$ cat src/core/event_router_defines.svh
`ifndef EVENT_ROUTER_DEFINES_SVH
`define EVENT_ROUTER_DEFINES_SVH

// Register offsets on the register port
`define OFS_DETECTION_SOURCE_STATUS 8'h0A
`define OFS_INTERRUPT_LATCH_RESET 8'h17
`define OFS_CONTROL_ONE 8'h18
`define OFS_SECOND_PULSE_WINDOW 8'h1E

// Reset values
`define RST_INTERRUPT_LATCH_RESET 8'h00
`define RST_CONTROL_ONE 8'h00
`define RST_SECOND_PULSE_WINDOW 8'h00
`define RST_READ_DATA 8'h00

// Control one field positions
`define CTL_PIN_SWAP_BIT 0
`define CTL_ROUTE_LSB 1
`define CTL_ROUTE_MSB 2

// Latch reset field positions
`define LRS_FIRST_CLEAR_BIT 0
`define LRS_SECOND_CLEAR_BIT 1

// Detection source field positions
`define DSS_FIRST_STATUS_BIT 0
`define DSS_SECOND_STATUS_BIT 1
`define DSS_PULSE_Z_BIT 2
`define DSS_PULSE_X_BIT 4
`define DSS_LEVEL_Z_BIT 5
`define DSS_LEVEL_X_BIT 7

// Number of per-axis flags held in the latch bank
`define AXIS_FLAG_COUNT 6

`endif

$ cat src/core/event_router_pkg.sv
package event_router_pkg;

  // Event class routing held in the route select field
  typedef enum logic [1:0] {
    ROUTE_LEVEL_PULSE = 2'b00,
    ROUTE_PULSE_LEVEL = 2'b01,
    ROUTE_SINGLE_DOUBLE = 2'b10,
    ROUTE_RESERVED = 2'b11
  } route_mode_t;

  // Which event classes feed one status bit
  typedef struct packed {
    logic level;
    logic single;
    logic double;
  } event_source_t;

endpackage

$ cat src/core/axis_flag_if.sv
`timescale 1ns/1ns
`include "event_router_defines.svh"

// Set, clear and read-back of the per-axis detection flags
interface axis_flag_if;
  logic [`AXIS_FLAG_COUNT-1:0] set_req;
  logic [`AXIS_FLAG_COUNT-1:0] clear_req;
  logic [`AXIS_FLAG_COUNT-1:0] flags;

  modport router (output set_req, output clear_req, input flags);
  modport bank (input set_req, input clear_req, output flags);
endinterface

$ cat src/core/axis_flag_bank.sv
`timescale 1ns/1ns
`include "event_router_defines.svh"

// Sticky per-axis flags; a clear held high keeps the flag at zero
module axis_flag_bank (
  input wire logic ref_clk,
  input wire logic sys_rst,
  axis_flag_if.bank port
);

  // Each flag latches its event and drops only under its clear
  always_ff @(posedge ref_clk or posedge sys_rst) begin
    if (sys_rst) begin
      port.flags <= '0;
    end else begin
      // Held clear blocks new sets so software must release it to re-arm
      port.flags <= (port.flags | port.set_req) & ~port.clear_req;
    end
  end

endmodule

$ cat src/core/motion_event_interrupt_router.sv
`timescale 1ns/1ns
`include "event_router_defines.svh"

module motion_event_interrupt_router
  import event_router_pkg::*;
(
  input wire logic ref_clk,
  input wire logic sys_rst,
  input wire logic [7:0] reg_addr,
  input wire logic reg_wr_en,
  input wire logic [7:0] reg_wdata,
  input wire logic reg_rd_en,
  output logic [7:0] reg_rdata,
  input wire logic [2:0] level_hit,
  input wire logic [2:0] first_pulse_hit,
  input wire logic double_pulse_hit,
  input wire logic [7:0] latency_window_value,
  output logic first_interrupt,
  output logic second_interrupt,
  output logic pulse_restart,
  output logic [7:0] control_one,
  output logic [7:0] second_pulse_window
);

  // Software-written clear controls
  logic [7:0] interrupt_latch_reset;
  // Latched interrupt status bits
  logic first_status;
  logic second_status;
  // Combined next values of the status bits
  logic next_first_status;
  logic next_second_status;
  // Decoded route and event classes
  route_mode_t route_mode;
  logic level_event;
  logic single_event;
  logic double_event;
  logic window_zero;
  logic latency_zero;
  event_source_t first_source;
  event_source_t second_source;
  // Effective clears after mode-dependent gating
  logic first_latch_clear;
  logic second_latch_clear;
  logic clear_first_status;
  logic clear_second_status;
  logic clear_level_flags;
  logic clear_pulse_flags;
  // Register port decode
  logic wr_latch_reset;
  logic wr_control_one;
  logic wr_second_window;

  axis_flag_if flag_port ();

  // Event classes to which one status bit listens in a given mode
  function automatic event_source_t route_source(
    input route_mode_t mode,
    input logic second,
    input logic tw_zero,
    input logic lt_zero
  );
    event_source_t src;
    src = '{level: 1'b0, single: 1'b0, double: 1'b0};
    unique case (mode)
      ROUTE_LEVEL_PULSE: begin
        // First takes level, second takes any pulse
        src.level = !second;
        src.single = second;
        src.double = second;
      end
      ROUTE_PULSE_LEVEL: begin
        // The reverse mapping
        src.level = second;
        src.single = !second;
        src.double = !second;
      end
      ROUTE_SINGLE_DOUBLE: begin
        if (!second) begin
          src.single = 1'b1;
        end else if (tw_zero) begin
          src.single = 1'b1;
        end else if (!lt_zero) begin
          src.double = 1'b1;
        end else begin
          // Window set without latency: accept either pulse kind
          src.single = 1'b1;
          src.double = 1'b1;
        end
      end
      ROUTE_RESERVED: begin
        // Reserved code routes nothing
        src.level = 1'b0;
      end
    endcase
    return src;
  endfunction

  // Does this status bit see an event this cycle
  function automatic logic source_hit(
    input event_source_t src,
    input logic lvl,
    input logic sgl,
    input logic dbl
  );
    return (src.level & lvl) | (src.single & sgl) | (src.double & dbl);
  endfunction

  // Field decode of the stored controls
  assign route_mode = route_mode_t'(control_one[`CTL_ROUTE_MSB:`CTL_ROUTE_LSB]);
  assign first_latch_clear = interrupt_latch_reset[`LRS_FIRST_CLEAR_BIT];
  assign second_latch_clear = interrupt_latch_reset[`LRS_SECOND_CLEAR_BIT];

  // Event classes from the detectors
  assign level_event = |level_hit;
  assign single_event = |first_pulse_hit;
  assign double_event = double_pulse_hit;
  assign window_zero = (second_pulse_window == 8'h00);
  assign latency_zero = (latency_window_value == 8'h00);

  // Route selection for each status bit
  assign first_source = route_source(route_mode, 1'b0, window_zero, latency_zero);
  assign second_source = route_source(route_mode, 1'b1, window_zero, latency_zero);

  // Register port write strobes
  assign wr_latch_reset = reg_wr_en && (reg_addr == `OFS_INTERRUPT_LATCH_RESET);
  assign wr_control_one = reg_wr_en && (reg_addr == `OFS_CONTROL_ONE);
  assign wr_second_window = reg_wr_en && (reg_addr == `OFS_SECOND_PULSE_WINDOW);

  // Which clear acts on which status bit, by mode
  always_comb begin
    clear_first_status = first_latch_clear;
    clear_second_status = second_latch_clear;
    clear_level_flags = 1'b0;
    clear_pulse_flags = 1'b0;
    unique case (route_mode)
      ROUTE_LEVEL_PULSE: begin
        clear_level_flags = first_latch_clear;
        clear_pulse_flags = second_latch_clear;
      end
      ROUTE_PULSE_LEVEL: begin
        clear_level_flags = second_latch_clear;
        clear_pulse_flags = first_latch_clear;
      end
      ROUTE_SINGLE_DOUBLE: begin
        // Only the second clear reaches the first status here
        clear_first_status = second_latch_clear;
        clear_level_flags = first_latch_clear | second_latch_clear;
        clear_pulse_flags = second_latch_clear;
      end
      ROUTE_RESERVED: begin
        clear_level_flags = first_latch_clear | second_latch_clear;
        clear_pulse_flags = first_latch_clear | second_latch_clear;
      end
    endcase
  end

  // Sticky status with a held clear that blocks re-triggering
  always_comb begin
    next_first_status = first_status |
      source_hit(first_source, level_event, single_event, double_event);
    next_second_status = second_status |
      source_hit(second_source, level_event, single_event, double_event);
    if (clear_first_status) begin
      next_first_status = 1'b0;
    end
    if (clear_second_status) begin
      next_second_status = 1'b0;
    end
  end

  // Status latches hold after the event ends
  always_ff @(posedge ref_clk or posedge sys_rst) begin
    if (sys_rst) begin
      first_status <= 1'b0;
      second_status <= 1'b0;
    end else begin
      first_status <= next_first_status;
      second_status <= next_second_status;
    end
  end

  // Pins follow the same next values so on every edge they match the status bits, straight or crossed by the swap bit
  always_ff @(posedge ref_clk or posedge sys_rst) begin
    if (sys_rst) begin
      first_interrupt <= 1'b0;
      second_interrupt <= 1'b0;
    end else if (control_one[`CTL_PIN_SWAP_BIT]) begin
      // Crossed wiring
      first_interrupt <= next_second_status;
      second_interrupt <= next_first_status;
    end else begin
      // Straight wiring
      first_interrupt <= next_first_status;
      second_interrupt <= next_second_status;
    end
  end

  // Per-axis flag bank set and clear
  assign flag_port.set_req = {level_hit, first_pulse_hit};
  assign flag_port.clear_req = {{3{clear_level_flags}}, {3{clear_pulse_flags}}};

  axis_flag_bank flag_bank (
    .ref_clk(ref_clk),
    .sys_rst(sys_rst),
    .port(flag_port.bank)
  );

  // Latch reset register; bits above the two clears read as written
  always_ff @(posedge ref_clk or posedge sys_rst) begin
    if (sys_rst) begin
      interrupt_latch_reset <= `RST_INTERRUPT_LATCH_RESET;
    end else if (wr_latch_reset) begin
      interrupt_latch_reset <= reg_wdata;
    end
  end

  // Restart pulse for the pulse detector on a rising second clear in mode 10
  always_ff @(posedge ref_clk or posedge sys_rst) begin
    if (sys_rst) begin
      pulse_restart <= 1'b0;
    end else begin
      pulse_restart <= wr_latch_reset && reg_wdata[`LRS_SECOND_CLEAR_BIT] &&
        !second_latch_clear && (route_mode == ROUTE_SINGLE_DOUBLE);
    end
  end

  // Control one register
  always_ff @(posedge ref_clk or posedge sys_rst) begin
    if (sys_rst) begin
      control_one <= `RST_CONTROL_ONE;
    end else if (wr_control_one) begin
      control_one <= reg_wdata;
    end
  end

  // Second pulse window register
  always_ff @(posedge ref_clk or posedge sys_rst) begin
    if (sys_rst) begin
      second_pulse_window <= `RST_SECOND_PULSE_WINDOW;
    end else if (wr_second_window) begin
      second_pulse_window <= reg_wdata;
    end
  end

  // Registered read data; unmapped addresses return zero
  always_ff @(posedge ref_clk or posedge sys_rst) begin
    if (sys_rst) begin
      reg_rdata <= `RST_READ_DATA;
    end else if (reg_rd_en) begin
      unique case (reg_addr)
        `OFS_DETECTION_SOURCE_STATUS: begin
          // Level flags high, pulse flags next, statuses lowest
          reg_rdata <= {flag_port.flags, second_status, first_status};
        end
        `OFS_INTERRUPT_LATCH_RESET: begin
          reg_rdata <= interrupt_latch_reset;
        end
        `OFS_CONTROL_ONE: begin
          reg_rdata <= control_one;
        end
        `OFS_SECOND_PULSE_WINDOW: begin
          reg_rdata <= second_pulse_window;
        end
        default: begin
          reg_rdata <= `RST_READ_DATA;
        end
      endcase
    end
  end

endmodule

$ cat config.mk
export PLATFORM = sky130hd
export DESIGN_NAME = motion_event_interrupt_router
export DESIGN_NICKNAME = d
export VERILOG_FILES = /design/src/core/event_router_pkg.sv /design/src/core/axis_flag_if.sv /design/src/core/axis_flag_bank.sv /design/src/core/motion_event_interrupt_router.sv
export VERILOG_INCLUDE_DIRS = /design/src /design/src/core
export SDC_FILE = /design/constraint.sdc
export NUM_CORES = 1
export LEC_CHECK = 0
export ABC_AREA = 0
export BUFFER_PORTS_ARGS = -buffer_cell sky130_fd_sc_hd__buf_4
export CELL_PAD_IN_SITES_DETAIL_PLACEMENT = 2
export CELL_PAD_IN_SITES_GLOBAL_PLACEMENT = 2
export CORE_ASPECT_RATIO = 1.2
export CORE_MARGIN = 10
export CORE_UTILIZATION = 35
export DETAILED_ROUTE_END_ITERATION = 7
export PLACE_DENSITY_LB_ADDON = 0.1
export REMOVE_ABC_BUFFERS = 1
export SYNTH_ARGS = -nofsm -noshare
export SYNTH_HDL_FRONTEND = slang
export SYNTH_SLANG_ARGS = --single-unit
$ cat constraint.sdc
create_clock -name ref_clk -period 4 [get_ports ref_clk]
set_input_delay 0.2 -clock ref_clk [delete_from_list [all_inputs] [get_ports ref_clk]]
set_output_delay 0.2 -clock ref_clk [all_outputs]
set_load 0.01 [all_outputs]
==> results.md <==
* Status: complete, no violations
* CP max FO at 6
* Max Cap Violations at 0
* Power Internal at 0.0006520 W
* Postcts setup bufs at 0
* Total GRT Usage at 0.1460
* Drt pass-1 iters at 4
* Worst endpoint required time at 4.21 ns
* HP Class: input port to asynchronous set/reset pin
* Area grow syn2layout at 29.96%
* Critical path arrival at 2.06 ns
* Clock latency on the worst-skew pair at 0.29 ns
* Sequential power share at 0.536
* Commonest cells after routing, fill and taps aside: buf_4, dfrtp_1, mux2_2
* CTS tree: yes
* Yosys Warn Count at 0
* Area of the die at 9437 um^2
* Global route overflow at 0
* Nets at 280
* Fill cells at 613
* Setup crit start kind: flop
* Clock Skew at 0.004667 ns
* Max VDD drop at 192.8 uV
* Cell taking the most area after synthesis: dfrtp_1
* Cell area after synthesis at 2079 um^2
* Clock power frac at 0.305
* Count of different cell masters after synthesis at 34
* Mapped Cells at 177
* Yosys top cell area share at 0.5174
* IO Pins at 62
* Yosys reg bits at 43
* Post_cts resized at 0
* N_diodes at 0
* Hold Buf Count CTS at 0
* Clk slew on worst S/H paths at 0.08 ns
* Crit end category: flop
* Critical path origin: control_one[1]
* Top cells by area, synth: dfrtp_1, mux2_2, a22o_1
* Tmin final at 1.854 ns
* P_sw at 0.0002459 W
* Footprint of the multi-input gates at 953.4 um^2
* Starting Density at 0.3645
* Htree depth at 2
* Final ANT Viol Nets at 0
* Max frequency at 539.3 MHz
* CTS Buf Count at 5
* Layout cells sized above 1 at 0.4066
* Tcrit/Tclk final at 0.4635
* RR Startpoint: control_one[1]
* Sw Share at 0.2739
* Vias in the first global route at 2011
* Leakage at 1.302 nW
* Vias at 1729
* Max-slew violation count at 0
* Slew HR at 0.3848
* Worst-case clock buffer depth at 2
* Buffers on Ports at 61
* Area occupied by registers at 1076 um^2
* # clock sinks at 43
* Initial antenna violation count at 0
* Die Span X at 90.37 um
* Register area share after synthesis at 0.5174
* First-pass GRT wire length at 11.22 mm
* GPL Wtd Cong at 0.8434
* WS Path Type: flop to flop
* Pwr per Cell Area at 332.3 nW/um^2
* DR vias/cell at 5.386
* Average wire per cell in the routed design at 21.37 um
* Core outline area at 5705 um^2
* Hold Fails Final Rpt at 0
* Setup violators final at 0
* DP HPWL at 5.411 mm
* Initial DRC Count at 39
* Design Power at 0.0008980 W
* Setup Total Neg Slack at 0 ns
* RSZ-0062 raised after global routing: false
* Num rows at 30
* Residual DRC at 0
* Combinational Power Share at 0.160
* Overall routed net length at 6.859 mm
* Commonest non-fill, non-tap cell in the layout: buf_4
* Die height at 104.4 um
* CTS root buffer: clkbuf_8
* Avg Inst Size Synth at 11.75 um^2
* Worst Tran Pin Value at 0.9208 ns
* Largest net degree at the start of global routing at 44
## cells by family (layout without fill, tap and decap cells)
family,Yosys count,after routing,synth area share
compound gates,50,50,0.1769
buf+inv,13,77,0.02407
fa+ha+maj,5,5,0.03008
simple gates,42,42,0.1221
mux,24,24,0.1294
flops,43,43,0.5174
## registers in the layout (all words and copies together), names as in the netlist
name,flops
interrupt_latch_reset,8
control_one,8
second_pulse_window,8
flag_bank.port.flags,6
first_interrupt,1
reg_rdata,8
first_status,1
pulse_restart,1
second_interrupt,1
second_status,1
## Yosys cell counts
cell,count
a211o_1,2
a21oi_1,11
a22o_1,16
a22oi_1,8
a31oi_1,2
a32oi_1,1
a41oi_1,1
buf_1,2
buf_2,1
clkbuf_1,3
dfrtp_1,43
ha_1,5
inv_1,7
mux2_2,23
mux2i_1,1
nand2_1,2
nand2b_1,1
nand3_1,2
nand3_2,2
nand3_4,1
nand4b_1,1
nor2_1,17
nor2_4,1
nor2b_1,6
nor3_1,2
nor3b_4,1
nor4_1,4
o21a_1,3
o21ai_0,1
o22ai_1,1
o31ai_1,3
o41ai_1,1
or2_2,1
or3_4,1
## per-layer routing
metal	share of wire	GRT usage
met5	0	0
met4	0.0060	0.03189
met2	0.54	0.2635
met3	0.047	0.04404
met1	0.41	0.1633
## stage by stage
stage / worst slack (ns) / hold slack (ns) / instance area (um^2) / cells / util
after global placement: 1.955 / 0.3616 / 2621 / 313 / 0.4594
after floorplan: 2.348 / 0.2847 / 2056 / 171 / -
after global routing: 2.031 / 0.08251 / 2703 / 321 / 0.4737
after detailed placement: 1.836 / 0.3888 / 2621 / 313 / 0.4594
final: 2.146 / 0.04246 / 2703 / 321 / 0.4737
after CTS: 2.138 / 0.06707 / 2703 / 321 / 0.4737
## final timing paths
kind	endpoint	slack [ns]	cells after the start
min in group ref_clk	flag_bank.port.flags[5]	0.13	2
max reg2reg	first_interrupt	2.15	6
max	first_interrupt	2.15	6
min reg2reg	flag_bank.port.flags[3]	0.49	1
max in group asynchronous	flag_bank.port.flags[2]	3.56	3
min	first_interrupt	0.04	3
## final cells by class
type                            count  area share
Clock buffer                        7     0.02824
Inverter                            7    0.009722
Clock inverter                      1    0.001852
Multi-Input combinational cell    121      0.3528
Sequential cell                    43      0.3981
Timing Repair Buffer               62      0.1722
Tap cell                           80     0.03704
## worst max-delay path, cell delays in order, from the launching register on
cell     delay [ns]
dfrtp_1        0.49
inv_1          0.13
ha_1           0.29
or2_2          0.32
a32oi_1        0.27
nor2_1         0.08
a41oi_1        0.18
## power groups by stage
stage / Sequential (W) / Combinational [W] / Clock, W
2_1_floorplan: 0.000489 / 0.0000574 / 0
3_3_place_gp: 0.000488 / 0.000138 / 0
3_5_place_dp: 0.000490 / 0.000145 / 0
4_1_cts: 0.000481 / 0.000146 / 0.000281
5_1_grt: 0.000484 / 0.000159 / 0.000293
6_report: 0.000481 / 0.000143 / 0.000274
No activity file was read; power rests on OpenSTA's default activity.
